[src/hdl/scw_pkg.sv]
// Package of constants and types for the scan cycle watchdog.
`default_nettype none
package scw_pkg;
    localparam int CLK_FREQ_HZ = 250_000_000;
    localparam int TICK_MS_HZ = 1000;
    localparam int TICK_CYCLES = CLK_FREQ_HZ / TICK_MS_HZ;
    localparam logic [15:0] WDT_LIMIT_MAX = 16'h7FFF;
    localparam logic [15:0] WDT_LIMIT_RST = 16'h00C8;
    localparam logic [1:0] OFF_LIMIT = 2'h0;
    localparam logic [1:0] OFF_STATUS = 2'h1;
    localparam logic [1:0] OFF_MASK = 2'h2;
    localparam logic [1:0] OFF_STATE = 2'h3;
    localparam int ST_TIMEOUT = 0;
    localparam int ST_CALL_ERR = 1;
    localparam int ST_LOOP_ERR = 2;
    localparam int ST_SCAN_END = 3;
    localparam int ST_W = 4;
    localparam logic [7:0] DEPTH_W = 8'h08;
    typedef enum logic [4:0] {
        SCW_RUN = 5'h01,
        SCW_OUT_REF = 5'h02,
        SCW_IN_REF = 5'h04,
        SCW_WDT_REF = 5'h08,
        SCW_HALT = 5'h10
    } scw_state_t;
endpackage : scw_pkg
`default_nettype wire

[src/hdl/scw_if.sv]
// Interface carrying nesting events between the top and the depth tracker.
`default_nettype none
interface scw_nest_if;
    logic call;
    logic ret;
    logic open;
    logic close;
    logic clr;
    logic call_busy;
    logic loop_busy;
    modport top (output call, ret, open, close, clr,
        input call_busy, loop_busy);
    modport trk (input call, ret, open, close, clr,
        output call_busy, loop_busy);
endinterface : scw_nest_if
`default_nettype wire

[src/hdl/scw_nest.sv]
// Tracker of open subroutine calls and open loops.
`default_nettype none
module scw_nest
    import scw_pkg::*;
(
    input wire logic clk,
    input wire logic rst_n,
    input wire logic ce,
    scw_nest_if.trk nest
);
    logic [7:0] call_q;
    logic [7:0] loop_q;

    always_ff @(posedge clk or negedge rst_n) begin
        if (!rst_n) begin
            call_q <= 8'h00;
        end else if (ce) begin
            if (nest.clr) begin
                call_q <= 8'h00;
            end else if (nest.call && !nest.ret) begin
                call_q <= call_q + 8'h01;
            end else if (nest.ret && !nest.call && call_q != 8'h00) begin
                call_q <= call_q - 8'h01;
            end
        end
    end

    always_ff @(posedge clk or negedge rst_n) begin
        if (!rst_n) begin
            loop_q <= 8'h00;
        end else if (ce) begin
            if (nest.clr) begin
                loop_q <= 8'h00;
            end else if (nest.open && !nest.close) begin
                loop_q <= loop_q + 8'h01;
            end else if (nest.close && !nest.open && loop_q != 8'h00) begin
                loop_q <= loop_q - 8'h01;
            end
        end
    end

    assign nest.call_busy = (call_q != 8'h00);
    assign nest.loop_busy = (loop_q != 8'h00);
endmodule : scw_nest
`default_nettype wire

[src/hdl/scw_top.sv]
// Scan cycle watchdog with scan end handling and register slave.
// Function
// - The scan time is measured from step zero until the main end runs.
// - A scan longer than the limit (200 ms by default) is a timeout error.
// - A timeout lights the CPU error indicator and halts execution.
// - The limit register holds ms units, up to 32767, reset to 200.
// - A new limit applies to all steps executed after the write.
// - Main end does output refresh, input refresh, watchdog refresh, step 0.
// - Refresh restarts timing; continuous form every time, pulse on rise.
// - Main end while a subroutine call is outstanding is an error.
// - Main end while a loop is open is an error.
`default_nettype none
module scw_top
    import scw_pkg::*;
#(
    parameter int TICK_DIV = TICK_CYCLES
) (
    // Clock, reset and enable
    input wire logic CLK,
    input wire logic RESET_N,
    input wire logic CE,
    // Instruction strobes from the sequencer
    input wire logic STEP0,
    input wire logic MAIN_END,
    input wire logic WDT_REF_EN,
    input wire logic WDT_REF_PULSE_EN,
    input wire logic CALL_INSTR,
    input wire logic SUBROUTINE_RETURN_INSTR_INSTR,
    input wire logic LOOP_OPEN,
    input wire logic LOOP_CLOSE,
    // Scan end sequencing towards the sequencer
    output logic OUT_REFRESH,
    output logic IN_REFRESH,
    output logic GOTO_STEP0,
    output logic EXEC_STATE,
    output logic CPU_ERR_LED,
    output logic IRQ,
    // Avalon-MM slave
    input wire logic [1:0] AVS_ADDRESS,
    input wire logic AVS_READ,
    input wire logic AVS_WRITE,
    input wire logic [31:0] AVS_WRITEDATA,
    output logic [31:0] AVS_READDATA,
    output logic AVS_WAITREQUEST
);
    // Refuse dividers that the 20-bit tick counter cannot serve.
    if (TICK_DIV < 1 || TICK_DIV > 1_000_000) begin : g_bad_div
        $error("TICK_DIV out of range");
    end

    scw_state_t state_q;
    logic [19:0] tick_cnt_q;
    logic tick_q;
    logic [15:0] ms_cnt_q;
    logic [15:0] limit_q;
    logic [ST_W-1:0] status_q;
    logic [ST_W-1:0] mask_q;
    logic pulse_prev_q;
    logic ack_q;
    logic refresh;
    logic scan_clr;
    logic timeout;
    logic bus_req;
    logic wr_take;
    logic [ST_W-1:0] events;
    scw_nest_if nest ();

    // Write strobe for one register word.
    function automatic logic wr_hit(input logic take, input logic [1:0] adr,
        input logic [1:0] off);
        return take && adr == off;
    endfunction : wr_hit

    scw_nest u_nest (
        .clk(CLK),
        .rst_n(RESET_N),
        .ce(CE),
        .nest(nest)
    );

    // Only accepted while running, so a halted controller stays frozen.
    assign nest.call = CALL_INSTR && state_q == SCW_RUN;
    assign nest.ret = SUBROUTINE_RETURN_INSTR_INSTR && state_q == SCW_RUN;
    assign nest.open = LOOP_OPEN && state_q == SCW_RUN;
    assign nest.close = LOOP_CLOSE && state_q == SCW_RUN;
    assign nest.clr = state_q == SCW_WDT_REF;

    // Continuous form each cycle while enabled, pulse form on the rise only.
    assign refresh = state_q == SCW_RUN && (WDT_REF_EN
        || (WDT_REF_PULSE_EN && !pulse_prev_q));
    assign scan_clr = refresh || state_q == SCW_WDT_REF
        || (state_q == SCW_RUN && STEP0);
    // Compare against the live limit so a rewrite acts at once.
    assign timeout = state_q == SCW_RUN && ms_cnt_q > limit_q;
    assign bus_req = (AVS_READ || AVS_WRITE) && !ack_q;
    // A write lands only at the edge where the master sees waitrequest low,
    // so the master and the registers agree on when it took effect.
    assign wr_take = AVS_WRITE && ack_q;

    always_ff @(posedge CLK or negedge RESET_N) begin
        if (!RESET_N) begin
            pulse_prev_q <= 1'b0;
        end else if (CE) begin
            pulse_prev_q <= WDT_REF_PULSE_EN;
        end
    end

    always_ff @(posedge CLK or negedge RESET_N) begin
        if (!RESET_N) begin
            tick_cnt_q <= 20'h00000;
            tick_q <= 1'b0;
        end else if (CE) begin
            tick_q <= 1'b0;
            if (scan_clr) begin
                tick_cnt_q <= 20'h00000;
            end else if (tick_cnt_q == 20'(TICK_DIV - 1)) begin
                tick_cnt_q <= 20'h00000;
                tick_q <= 1'b1;
            end else begin
                tick_cnt_q <= tick_cnt_q + 20'h00001;
            end
        end
    end

    always_ff @(posedge CLK or negedge RESET_N) begin
        if (!RESET_N) begin
            ms_cnt_q <= 16'h0000;
        end else if (CE) begin
            if (scan_clr) begin
                ms_cnt_q <= 16'h0000;
            end else if (tick_q && ms_cnt_q != 16'hFFFF) begin
                ms_cnt_q <= ms_cnt_q + 16'h0001;
            end
        end
    end

    always_ff @(posedge CLK or negedge RESET_N) begin
        if (!RESET_N) begin
            state_q <= SCW_RUN;
        end else if (CE) begin
            unique case (state_q)
                SCW_RUN: begin
                    if (timeout) begin
                        state_q <= SCW_HALT;
                    end else if (MAIN_END) begin
                        state_q <= SCW_OUT_REF;
                    end
                end
                SCW_OUT_REF: state_q <= SCW_IN_REF;
                SCW_IN_REF: state_q <= SCW_WDT_REF;
                SCW_WDT_REF: state_q <= SCW_RUN;
                SCW_HALT: state_q <= SCW_HALT;
                default: state_q <= SCW_HALT;
            endcase
        end
    end

    always_ff @(posedge CLK or negedge RESET_N) begin
        if (!RESET_N) begin
            OUT_REFRESH <= 1'b0;
            IN_REFRESH <= 1'b0;
            GOTO_STEP0 <= 1'b0;
            EXEC_STATE <= 1'b1;
            CPU_ERR_LED <= 1'b0;
        end else if (CE) begin
            OUT_REFRESH <= state_q == SCW_RUN && MAIN_END && !timeout;
            IN_REFRESH <= state_q == SCW_OUT_REF;
            GOTO_STEP0 <= state_q == SCW_IN_REF;
            EXEC_STATE <= !(timeout || state_q == SCW_HALT);
            CPU_ERR_LED <= timeout || state_q == SCW_HALT;
        end
    end

    assign events[ST_TIMEOUT] = timeout;
    assign events[ST_CALL_ERR] = state_q == SCW_RUN && MAIN_END
        && nest.call_busy;
    assign events[ST_LOOP_ERR] = state_q == SCW_RUN && MAIN_END
        && nest.loop_busy;
    assign events[ST_SCAN_END] = state_q == SCW_WDT_REF;

    always_ff @(posedge CLK or negedge RESET_N) begin
        if (!RESET_N) begin
            limit_q <= WDT_LIMIT_RST;
        end else if (CE && wr_hit(wr_take, AVS_ADDRESS, OFF_LIMIT)) begin
            limit_q <= AVS_WRITEDATA[15:0] > WDT_LIMIT_MAX
                ? WDT_LIMIT_MAX : AVS_WRITEDATA[15:0];
        end
    end

    always_ff @(posedge CLK or negedge RESET_N) begin
        if (!RESET_N) begin
            mask_q <= '0;
        end else if (CE && wr_hit(wr_take, AVS_ADDRESS, OFF_MASK)) begin
            mask_q <= AVS_WRITEDATA[ST_W-1:0];
        end
    end

    // Set wins over a write-one clear in the same cycle.
    always_ff @(posedge CLK or negedge RESET_N) begin
        if (!RESET_N) begin
            status_q <= '0;
        end else if (CE) begin
            if (wr_hit(wr_take, AVS_ADDRESS, OFF_STATUS)) begin
                status_q <= (status_q & ~AVS_WRITEDATA[ST_W-1:0]) | events;
            end else begin
                status_q <= status_q | events;
            end
        end
    end

    always_ff @(posedge CLK or negedge RESET_N) begin
        if (!RESET_N) begin
            IRQ <= 1'b0;
        end else if (CE) begin
            IRQ <= |(status_q & mask_q);
        end
    end

    // One wait cycle, then the answer with registered read data; writes
    // land in the answer cycle.
    always_ff @(posedge CLK or negedge RESET_N) begin
        if (!RESET_N) begin
            ack_q <= 1'b0;
            AVS_WAITREQUEST <= 1'b1;
            AVS_READDATA <= 32'h00000000;
        end else if (CE) begin
            ack_q <= bus_req;
            AVS_WAITREQUEST <= !bus_req;
            if (bus_req && AVS_READ) begin
                unique case (AVS_ADDRESS)
                    OFF_LIMIT: AVS_READDATA <= {16'h0000, limit_q};
                    OFF_STATUS: AVS_READDATA <= {28'h0000000, status_q};
                    OFF_MASK: AVS_READDATA <= {28'h0000000, mask_q};
                    OFF_STATE: AVS_READDATA <= {11'h000, state_q, ms_cnt_q};
                endcase
            end
        end
    end
endmodule : scw_top
`default_nettype wire

[config.mk]
export PLATFORM = sky130hd
export DESIGN_NAME = scw_top
export DESIGN_NICKNAME = d
export VERILOG_FILES = /design/src/hdl/scw_pkg.sv /design/src/hdl/scw_if.sv /design/src/hdl/scw_nest.sv /design/src/hdl/scw_top.sv
export SDC_FILE = /design/constraint.sdc
export NUM_CORES = 1
export LEC_CHECK = 0
export ABC_CLOCK_PERIOD_IN_PS = 3650
export BUFFER_PORTS_ARGS = -buffer_cell sky130_fd_sc_hd__buf_4
export CORE_MARGIN = 2
export CORE_UTILIZATION = 42
export CTS_CLUSTER_SIZE = 14
export DETAILED_ROUTE_END_ITERATION = 10
export PLACE_DENSITY_LB_ADDON = 0.12
export SYNTH_ARGS = -nofsm -noshare
export SYNTH_HDL_FRONTEND = slang
export SYNTH_HIERARCHICAL = 1
export SYNTH_SLANG_ARGS = --single-unit
[constraint.sdc]
create_clock -name CLK -period 3.65 [get_ports CLK]
set_input_delay 1.095 -clock CLK [delete_from_list [all_inputs] [get_ports CLK]]
set_output_delay 1.095 -clock CLK [all_outputs]
set_load 0.01 [all_outputs]
### Yosys cells after proc, flatten, opt, wreduce, memory -nomap -nowiden

Index checks and enable logic that the tools add are counted.

* bits in registers: 123
* output and inout port bits: 39
* bits of input ports: 47
* logic and storage cells: 114

* reductions and logical operators: 53
* bitwise gates (word level): 5
* order comparisons: 2
* muxes and demuxes: 18
* equality and inequality tests: 11
* add/sub/neg operators: 6

Operator list (count)
* 32-bit case mux with 4 select lines: 1
* 16-bit two-way mux: 3
* 8-bit two-way mux: 6
* 20-bit two-way mux: 2
* 1-bit logical AND: 27
* 20-bit by 1-bit adder with 20-bit output, second input constant: 1
* 20-bit by 18-bit equality test with 1-bit output, second input constant: 1
* 5-bit case mux with 4 select lines: 1
* 16-bit by 1-bit adder with 16-bit output, second input constant: 1
* 8-bit by 1-bit adder with 8-bit output, second input constant: 2
* 16-bit by 15-bit > comparator with 1-bit output, second input constant: 1
* 16-bit > comparator: 1
* 16-bit inequality test, second input constant: 1
* 8-bit nonzero test: 2
* 8-bit by 1-bit subtractor with 8-bit output, second input constant: 2
* 5-bit two-way mux: 2
* 2-bit AND reduction: 5
* 1-bit logical NOT: 9
* 4-bit AND: 2
* 4-bit OR: 2
* 3-bit nonzero test: 2
* 5-bit by 1-bit equality test with 1-bit output, second input constant: 1
* 5-bit by 2-bit equality test with 1-bit output, second input constant: 1
* 5-bit by 3-bit equality test with 1-bit output, second input constant: 1
* other kinds (12): 18

### Logic depth before layout (Yosys ltp)

Gate-level depths: netlist (run 1).

* word-level depth: 8
* gate-level depth with buffers: 13
* depth with buffers taken out: 11

### Hierarchy

The synthesis (run 1) kept the hierarchy.

By module, submodules not included
* scw_top: sequential area each 2409.8 um^2, times used 1, cells an instance 528, area an instance 5054.8 um^2
* scw_nest: sequential area each 400.4 um^2, times used 1, cells an instance 144, area an instance 1295.0 um^2

### Least setup slack after synthesis (run 1)

No wires, ideal clock.

* path kind: input to register
* start point: input port SUBROUTINE_RETURN_INSTR_INSTR
* end point: register u_nest.call_q[7]
* stages: 8
* slack: 457 ps
* path buffers: 0
* library setup time: 69 ps
* arrival time: 3124 ps
* required time: 3581 ps
* path through: and2_1 > or2b_1 > ha_1 > a211oi_2 > nor3_1 > or4_4 > a2111o_1 > nand3_1

* word-level cells in the longest chain between the ends: 5
* elaborated cells on any way between the ends: 9
* classes of those cells: mux (2); reduce/logical (7)

RTL lines
* from (decl): line scw_top.sv:28 `input wire logic SUBROUTINE_RETURN_INSTR_INSTR,`
* 1-bit logical AND *: line scw_top.sv:83 `assign nest.ret = SUBROUTINE_RETURN_INSTR_INSTR && state_q == SCW_RUN;`
* 1-bit logical AND or 1-bit logical NOT (tied branches): line scw_nest.sv:22, scw_nest.sv:20
* 1-bit logical AND, on equally long branches: line scw_nest.sv:22, scw_nest.sv:20
* 3-bit nonzero test (no line) or 8-bit two-way mux (tied branches)
* 2-bit AND reduction (no line) or 8-bit two-way mux (tied branches)
* to (signal assigned): line scw_nest.sv:21 `call_q <= call_q + 8'h01;`
* to (signal assigned): line scw_nest.sv:23 `call_q <= call_q - 8'h01;`
* to (decl): line scw_nest.sv:11 `logic [7:0] call_q;`

Mark *: on every way between the ends. The rest lies on a longest branch, timed or not.
A chain may end at the register's enable or synchronous reset.

### Worst setup path in the final report (run 1)

* start point: register state_q[1]
* end point: register u_nest.call_q[7]

* word-level cells in the longest chain between the ends: 7
* elaborated cells on any way between the ends: 13
* classes of those cells: eq/ne (2); mux (2); reduce/logical (9)

RTL lines
* from (decl): line scw_top.sv:51 `scw_state_t state_q;`
* from (signal assigned): line scw_top.sv:139 `state_q <= SCW_RUN;`
* from (signal assigned): line scw_top.sv:144 `state_q <= SCW_HALT;`
* from (signal assigned): line scw_top.sv:146 `state_q <= SCW_OUT_REF;`
* 5-bit by 1-bit equality test with 1-bit output *: line scw_top.sv:82 `assign nest.call = CALL_INSTR && state_q == SCW_RUN;`
* 1-bit logical AND *: line scw_top.sv:82
* via nest.call: line scw_if.sv:4 `logic call;`
* 1-bit logical NOT: line scw_nest.sv:22 `end else if (nest.ret && !nest.call && call_q != 8'h00) begin`
* 1-bit logical AND (2 in a row): line scw_nest.sv:22
* 3-bit nonzero test (no line)
* 2-bit AND reduction (no line)

The timed path passes the listed nets; every way through them passes the cells marked *.

==> results of run 1 <==
-- power breakdown --
group / internal, mW / switching [mW] / total [mW]
clock: 0.493 / 0.486 / 0.979
combinational: 0.350 / 0.374 / 0.724
sequential: 1.40 / 0.114 / 1.51
-- cell families after synthesis --
logic type,Yosys count
compound gates,160
xor+xnor,30
fa+ha+maj,32
buf+inv,85
flops,112
mux,14
other cells,1
simple gates,238
-- worst register-to-register path: stages (launching register included) --
cell and delay (ns):
dfrtp_1 0.45, nor2_1 0.26, and3_1 0.39, and2_1 0.18
or2b_1 0.34, ha_1 0.34, a211oi_2 0.26, nor3_1 0.12
or4_4 0.49, a2111o_1 0.42, nand3_1 0.08
-- cell type report --
type / instances / area (um2) / share of cell area, %
Inverter: 44 / 165.2 / 2.296
Clock buffer: 10 / 239.0 / 3.322
Sequential cell: 112 / 2810 / 39.06
Clock inverter: 6 / 50.05 / 0.6957
Tap cell: 184 / 230.2 / 3.200
Timing Repair Buffer: 68 / 523.0 / 7.270
Multi-Input combinational cell: 485 / 3177 / 44.16
-- through the flow --
step / hold slack (ns) / utilization, % / std cells / instance area, um2
2_1_floorplan: 0.4602 / - / 682 / 6387
3_3_place_gp: 0.4668 / 47.15 / 893 / 6905
3_5_place_dp: 0.4713 / 47.15 / 893 / 6905
4_1_cts: 0.4892 / 49.13 / 909 / 7194
5_1_grt: 0.5087 / 49.13 / 909 / 7194
6_report: 0.4806 / 49.13 / 909 / 7194
-- synth_stat cells (9+ instances only) --
master	n
xnor2_1	14
and2_1	9
nor3_1	32
ha_1	30
nand2_1	68
a21oi_1	29
nor2_1	53
dfrtp_1	106
buf_4	12
nand4_1	14
o31ai_1	11
clkbuf_1	19
inv_1	43
xor2_1	16
o21ai_0	37
a22oi_1	14
nand3_1	20
-- flip-flops by register name, summed over array words and instances (netlist names), 5 cells and up --
name	count
AVS_READDATA	21
tick_cnt_q	20
ms_cnt_q	16
limit_q	16
u_nest/loop_q	8
state_q	5
u_nest/call_q	8
-- path summary, 6_finish.rpt --
path / startpoint / to / slack, ns / cells after the start
max: state_q[1] / u_nest/call_q[7] / 0.25 / 10
max reg2reg: state_q[1] / u_nest/call_q[7] / 0.25 / 10
min reg2reg: AVS_READDATA[12] / AVS_READDATA[12] / 0.48 / 2
min: AVS_READDATA[12] / AVS_READDATA[12] / 0.48 / 2
max in group asynchronous: RESET_N / AVS_WAITREQUEST / 2.05 / 2
min in group asynchronous: RESET_N / AVS_READDATA[9] / 0.77 / 1
-- per-layer routing --
metal / global-route usage [%] / vias up
li1: - / 2471
met3: 4.513 / 12
met2: 30.49 / 102
met4: 4.008 / 0
met5: 0 / -
met1: 25.98 / 2445
==> results.yml, run 1 <==
power_and_ir_drop:
  leakage_nw: 3.262
  p_total_mw: 3.214
  ir_drop_mv: 0.2481
  power.density_nw_per_um2: 446.8
sta:
  finalWorstSetupSlack_ns: 0.2509
  tightest_slew_ns: 0.8842
  period_minus_slack_ns: 3.399
  relSlewSlack_pct: 40.83
  finalMaxSlewViolations: 0
  setup_tns_ns: 0
  rsz0062_at_grt: "no"
  finalSetupViolCount: 0
  post-route-period-util_pct: 93.13
  fmax_mhz: 294.2
  hold_viol: 0
  skew_ns: 0.01380
synth:
  synthCells: 672
  synthTopCellsByArea: "dfrtp_1 42%, ha_1 5.9%, nand2_1 4.0%"
  ys.flop_type: "dfrtp_1"
  syn_avg_cell_area_um2: 9.449
  synth-compound-area-share_pct: 17.24
  synth_simple_gate_area_share_pct: 18.31
  yosysWarnings: 6
  synth_seq_cells: 112
  synthMuxAreaShare_pct: 3.153
  synth_edf_count: 0
  synth_xor_area_share_pct: 4.138
  async_reset_ff_share_pct: 100.0
  synth_top_area_cell: "dfrtp_1"
  ys_types: 66
  synth_top_area_share_pct: 41.77
  synth_top_family_by_area: "simple AND/OR/NAND/NOR gates"
  synth_fa_ha_area_share_pct: 6.542
  syn_area_um2: 6350
  synth_seq_area_share_pct: 44.26
clocking:
  clkSlewWorstSetupHoldPaths_ns: 0.08
  cts_tree: "yes"
  cts_resized: 0
  holdBufCountCts: 0
  ctsLongestPathBuffers: 2
  cts_sinks: 112
  ctsHtreeMaxLevel: 3
  cts-root-buf: "clkbuf_16"
  cts_buffers: 9
  worstSkewPairLatency_ns: 0.36
  cts_setup_buffers: 0
floorplanning:
  fp.dieH_um: 127.0
  die-area_um2: 16120
  pin_count: 86
  row_count: 44
  start_util_pct: 43.36
  core_um2: 14640
  die_x_um: 127.0
route:
  finalWirelength_mm: 14.59
  wl_met3_um: 647
  wire_per_inst_um: 16.05
  met1Wirelength_mm: 6.759
  ant_nets: 0
  drt-initial-drc-count: 294
  firstDrtPassIters: 5
  vias: 5030
  remaining_drc_errors: 0
  avgViaCountPerCell: 5.534
  topRoutingLayerUsed: "met4"
  met2RoutedLength_mm: 7.049
setup_path:
  worst_ep_arrival_time_ns: 3.69
  endpoint_kind: "register"
  crit_type: "register to register"
  required_ns: 3.94
  path_cells: "nor2_1 > and3_1 > and2_1 > or2b_1 > ha_1 > a211oi_2 > nor3_1 > or4_4 > a2111o_1 > nand3_1"
  crit_path_start_kind: "register"
  worst_path_max_delay_cell: "or4_4"
  crit_family: "simple AND/OR/NAND/NOR gates"
  max_stage_delay_ns: 0.49
  worstPathMaxFanout: 7
  worst-path-buf-inv: 0
finish:
  area_growth_pct: 13.30
  layout_commonest_cell: "dfrtp_1"
  fill_cells: 1410
  nets: 799
  diodes: 0
  layout-drive-gt1-share_pct: 15.86
  most-common-layout-cells: "106 x dfrtp_1, 68 x nand2_1, 67 x buf_4"
placement:
  finalWeightedCongestion: 0.8252
  pre_cts_slack_ns: 0.2017
  hpwl_mm: 10.76
  port_buffers: 58
global_routing:
  antenna_found_initial: 0
  grt_pass1_vias: 4694
  track_usage_pct: 18.85
  gr-total-overflow: 0
  grt_start_max_net_pins: 53
  grt_first_pass_wirelength_mm: 24.39
run:
  drv_cap: 0
status:
  status: "finished clean"
worst_hold_path:
  hold_path.class: "register to register"
(Power assumes the default switching activity.)
==> run 2: changes to the inputs <==
PLACE_DENSITY_LB_ADDON = not set   (was 0.12)
==> results.yml, run 2 (synthesis gave the netlist of run 1 again) <==
status:
  status: "finished clean"
global_routing:
  grt-busiest-layer: "met2"
  gr-total-overflow: 0
  grt_start_max_net_pins: 55
  grt_use_met2_pct: 33.14
  grt_use_met3_pct: 4.597
  track_usage_pct: 19.37
  grt_first_pass_wirelength_mm: 25.23
  grt_util_met1_pct: 24.44
  grt_pass1_vias: 5132
  antenna_found_initial: 0
floorplanning:
  die-area_um2: 16120
  die_x_um: 127.0
  pin_count: 86
  start_util_pct: 43.36
  row_count: 44
  core_um2: 14640
  fp.dieH_um: 127.0
finish:
  largest_reg_flops: 21
  most-common-layout-cells: "106 x dfrtp_1, 68 x nand2_1, 68 x buf_4"
  nets: 800
  layout-drive-gt1-share_pct: 15.84
  fin_cells: 910
  diodes: 0
  largestRegisters: "AVS_READDATA x21, tick_cnt_q x20"
  fin_util_pct: 49.25
  area_growth_pct: 13.58
  max_flop_register: "AVS_READDATA"
  layout_commonest_cell: "dfrtp_1"
sta:
  setup_tns_ns: 0
  hold_viol: 0
  rsz0062_at_grt: "no"
  fmax_mhz: 299.6
  skew_ns: 0.007056
  hold_ws_ns: 0.4854
  finalMaxSlewViolations: 0
  tightest_slew_ns: 0.9776
  finalSetupViolCount: 0
  period_minus_slack_ns: 3.337
  relSlewSlack_pct: 34.59
  post-route-period-util_pct: 91.44
placement:
  hpwl_mm: 10.89
  finalWeightedCongestion: 0.8419
  dp.cells: 894
  port_buffers: 58
power_and_ir_drop:
  intPower_mw: 2.299
  power.density_nw_per_um2: 451.6
  p_comb_share_pct: 22.3
  leakage_nw: 3.270
  p_switching_mw: 0.9579
  ir_drop_mv: 0.2779
  p_clk_share_pct: 31.2
  pwr-share-seq_pct: 46.5
  switching_share_pct: 29.41
setup_path:
  reg2reg_from: "state_q[1]"
  r2r-end: "u_nest/loop_q[7]"
  reg2regPathDepth: 10
  crit_path_start_kind: "register"
  required_ns: 3.94
  setup.worst_path.start: "state_q[1]"
  cp-endpoint: "u_nest/loop_q[7]"
  endpoint_kind: "register"
  crit_type: "register to register"
  rrSetupSlack_ns: 0.31
  worst_ep_arrival_time_ns: 3.63
  worstPathMaxFanout: 7
run:
  drv_cap: 0
clocking:
  ctsLongestPathBuffers: 2
  cts_tree: "yes"
  cts_setup_buffers: 0
  cts_resized: 0
  ctsHtreeMaxLevel: 3
  cts-root-buf: "clkbuf_16"
  worstSkewPairLatency_ns: 0.36
  cts_sinks: 112
  cts_buffers: 9
  clkSlewWorstSetupHoldPaths_ns: 0.07
  holdBufCountCts: 0
route:
  vias: 5087
  remaining_drc_errors: 0
  wire_per_inst_um: 16.17
  avgViaCountPerCell: 5.590
  firstDrtPassIters: 5
  finalWirelength_mm: 14.72
  ant_nets: 0
  drt-initial-drc-count: 313
worst_hold_path:
  hold_path.class: "register to register"
[run 2: changes by cell type in the layout (fill, tap and decap cells not counted), sizes merged]
cell    change
inv         -3
clkbuf      +1
buf         +1
bufinv      +1
clkinv      +1
[run 2: how the worst min path moves through the flow]
stage | startpoint | endpoint | slack (ns) | cells after the start
floorplan | status_q[3] | status_q[3] | 0.46 | 2
global placement | AVS_READDATA[18] | AVS_READDATA[18] | 0.47 | 2
detailed placement | AVS_READDATA[11] | AVS_READDATA[11] | 0.47 | 2
CTS | AVS_READDATA[11] | AVS_READDATA[11] | 0.49 | 2
global route | AVS_READDATA[12] | AVS_READDATA[12] | 0.52 | 2
finish | AVS_READDATA[18] | AVS_READDATA[18] | 0.49 | 2
[run 2: per-layer routing]
metal  wire length [um]  share of wire (%)  up-vias
met5                  0                  0        -
met4                248                1.7        0
met3                692                4.7       16
met2               7167                 49       98
met1               6608                 45     2491
li1                   -                  -     2482
[run 2: final cells by class]
type | count | area (um2)
flip-flops and latches | 112 | 2810
clock inverters | 5 | 56.30
multi-input cells | 485 | 3177
repair buffers | 69 | 530.5
inverters | 44 | 165.2
fillers | 1395 | 7432
well taps | 184 | 230.2
clock buffers | 11 | 242.7
[run 2: worst max-delay path, cell delays in order (launching register included)]
cell	delay (ns)
dfrtp_1	0.45
nor2_1	0.24
and3_1	0.38
and2_1	0.19
nand2b_1	0.29
ha_1	0.33
o21ai_0	0.29
nor3_1	0.10
or3_1	0.37
a2111oi_0	0.46
a221o_1	0.17
[run 2: stage by stage]
stage	power (mW)	area, um2	setup WS, ns
finish	3.257	7212	0.3126
global route	3.452	7212	0.01750
floorplan	2.028	6387	0.4571
CTS	3.289	7212	0.2903
global placement	2.234	6913	0.2414
detailed placement	2.268	6913	0.1975
[run 2: power by group through the flow]
stage	combinational, mW	sequential [mW]	clock (mW)
final	0.728	1.51	1.02
after global routing	0.829	1.54	1.08
after CTS	0.733	1.51	1.04
after detailed placement	0.730	1.54	0
after global placement	0.706	1.53	0
after floorplan	0.501	1.53	0
==> run 3: changes to the inputs <==
ABC_AREA = 1   (was not set)
==> results.yml, run 3 <==
sta:
  setup_tns_ns: 0
  finalMaxSlewViolations: 0
  fmax_mhz: 403.1
  rsz0062_at_grt: "no"
  skew_ns: 0.01002
  tightest_slew_ns: 0.7687
  hold_ws_ns: 0.4850
  finalSetupViolCount: 0
  relSlewSlack_pct: 48.63
  period_minus_slack_ns: 2.481
  post-route-period-util_pct: 67.96
  hold_viol: 0
route:
  avgViaCountPerCell: 4.975
  remaining_drc_errors: 0
  drt-initial-drc-count: 346
  wire_per_inst_um: 13.95
  finalWirelength_mm: 15.96
  met1Wirelength_mm: 7.328
  wl_met3_um: 553
  met2RoutedLength_mm: 7.851
  ant_nets: 0
  firstDrtPassIters: 5
  topRoutingLayerUsed: "met4"
  vias: 5691
clocking:
  ctsLongestPathBuffers: 2
  cts-root-buf: "clkbuf_16"
  cts_tree: "yes"
  ctsHtreeMaxLevel: 3
  clkSlewWorstSetupHoldPaths_ns: 0.07
  cts_resized: 0
  cts_buffers: 9
  cts_sinks: 112
  holdBufCountCts: 0
  worstSkewPairLatency_ns: 0.36
  cts_setup_buffers: 0
placement:
  port_buffers: 58
  placed_area_um2: 7308
  dp.cells: 1128
  finalWeightedCongestion: 0.8304
  hpwl_mm: 11.49
finish:
  largest_reg_flops: 21
  fin_cells: 1144
  fin_area_um2: 7597
  diodes: 0
  fin_util_pct: 48.35
  most-common-layout-cells: "229 x nand2_1, 106 x dfrtp_1, 105 x inv_1"
  layout_commonest_cell: "nand2_1"
  nets: 1002
  area_growth_pct: 13.35
  largestRegisters: "AVS_READDATA x21, tick_cnt_q x20"
  max_flop_register: "AVS_READDATA"
  layout-drive-gt1-share_pct: 11.96
synth:
  synth_fa_ha_area_share_pct: 6.197
  synth_top_area_share_pct: 39.57
  synth_top_family_by_area: "simple AND/OR/NAND/NOR gates"
  ys.flop_type: "dfrtp_1"
  syn_area_um2: 6703
  syn_avg_cell_area_um2: 7.704
  yosysWarnings: 6
  async_reset_ff_share_pct: 100.0
  synth_most_common_cell: "nand2_1"
  synth-compound-area-share_pct: 11.37
  synth_simple_gate_area_share_pct: 28.86
  synth_top_area_cell: "dfrtp_1"
  synthTopCellsByArea: "dfrtp_1 40%, nand2_1 13%, inv_1 5.9%"
  synth_seq_area_share_pct: 41.93
  synthCells: 870
  synth_edf_count: 0
  synth_xor_area_share_pct: 2.744
  ys_types: 45
  synthTopCellsByCount: "229 x nand2_1, 106 x dfrtp_1, 105 x inv_1, 82 x nor2_1, 71 x o21ai_0"
  synth_seq_cells: 112
  synthMuxAreaShare_pct: 0
floorplanning:
  start_util_pct: 42.66
  pin_count: 86
  row_count: 46
  core_um2: 15710
  die-area_um2: 16980
  die_x_um: 130.3
  fp.dieH_um: 130.3
global_routing:
  antenna_found_initial: 0
  grt_pass1_vias: 5454
  grt_start_max_net_pins: 74
  grt_first_pass_wirelength_mm: 27.08
  track_usage_pct: 20.20
  gr-total-overflow: 0
setup_path:
  crit_path_start_kind: "input port"
  worst_path_max_delay_cell: "fa_1"
  setup.worst_path.start: "LOOP_CLOSE"
  required_ns: 3.93
  endpoint_kind: "register"
  crit_type: "input port to register"
  worstPathMaxFanout: 8
  worst_ep_arrival_time_ns: 2.76
  max_stage_delay_ns: 0.43
  worst-path-buf-inv: 5
  reg2reg_from: "state_q[3]"
  crit_family: "simple AND/OR/NAND/NOR gates"
  path_cells: "buf_4 > inv_1 > nor2_1 > inv_1 > nand2_1 > inv_1 > fa_1 > inv_1 > nand2_1 > nand2_1 > nand3b_1 > nand3b_1 > nand2_1 > o21ai_0"
worst_hold_path:
  worstHoldStart: "AVS_READDATA[4]"
  hold_path.class: "register to register"
power_and_ir_drop:
  power.density_nw_per_um2: 419.6
  leakage_nw: 3.851
  ir_drop_mv: 0.2377
run:
  drv_cap: 0
status:
  status: "finished clean"
-- run 3: changes by cell type after synthesis, moves of 11 or more --
cell	before	now
nor2_1	53	82
inv_1	43	105
nand3_1	20	44
nor3_1	32	19
a21oi_1	29	18
xnor2_1	14	2
o21ai_0	37	71
a22oi_1	14	0
nand2_1	68	229
-- run 3: cells by family (layout without fill, tap and decap cells) --
kind of cell	count (synthesis)	after routing
xor gates and xnor gates	21	21
other	1	11
AOI/OAI and AO/OA	134	134
DFF	112	112
and+or+nand+nor	431	431
adders and majority gates	32	32
buffers and inverters	139	187
-- run 3: cell type report --
cell class,count,area [um2]
flip-flops and latches,112,2810
clock buffers,10,229.0
multi-input cells,629,3337
repair buffers,63,485.5
clock inverters,6,60.06
well taps,216,270.3
fillers,1612,8115
inverters,108,405.4
-- run 3: through the flow --
| step | setup slack [ns] | power (mW) |
|---|---|---|
| after floorplan | 1.153 | 1.967 |
| after global placement | 0.8142 | 2.210 |
| after detailed placement | 0.7945 | 2.222 |
| after CTS | 1.157 | 3.233 |
| after global routing | 0.9076 | 3.401 |
| final | 1.169 | 3.188 |
-- run 3: final timing paths --
path | endpoint | slack, ns | cells after the start
hold reg to reg | AVS_READDATA[4] | 0.48 | 2
max in group asynchronous | EXEC_STATE | 2.12 | 2
setup / recovery | u_nest/loop_q[6] | 1.17 | 14
hold / removal | AVS_READDATA[4] | 0.48 | 2
setup reg to reg | u_nest/loop_q[6] | 1.19 | 14
min in group asynchronous | AVS_READDATA[13] | 0.72 | 1
-- run 3: worst register-to-register path, cell delays in order (launching register included) --
cell      delay, ns
dfrtp_1        0.44
nor2_4         0.17
nand4_4        0.17
nor2_1         0.13
inv_1          0.06
nand2_1        0.25
inv_1          0.14
fa_1           0.43
inv_1          0.08
nand2_1        0.05
nand2_1        0.09
nand3b_1       0.10
nand3b_1       0.09
nand2_1        0.05
o21ai_0        0.14
-- run 3: layer usage --
| metal | vias up | global-route usage (%) |
|---|---|---|
| met1 | 2668 | 26.55 |
| met2 | 84 | 34.25 |
| li1 | 2925 | - |
| met4 | 0 | 5.060 |
| met3 | 14 | 4.182 |
| met5 | - | 0 |
-- run 3: report_power, final --
group          internal [mW]  switching, mW
Clock                  0.530          0.464
Sequential              1.42          0.112
Combinational          0.269          0.390
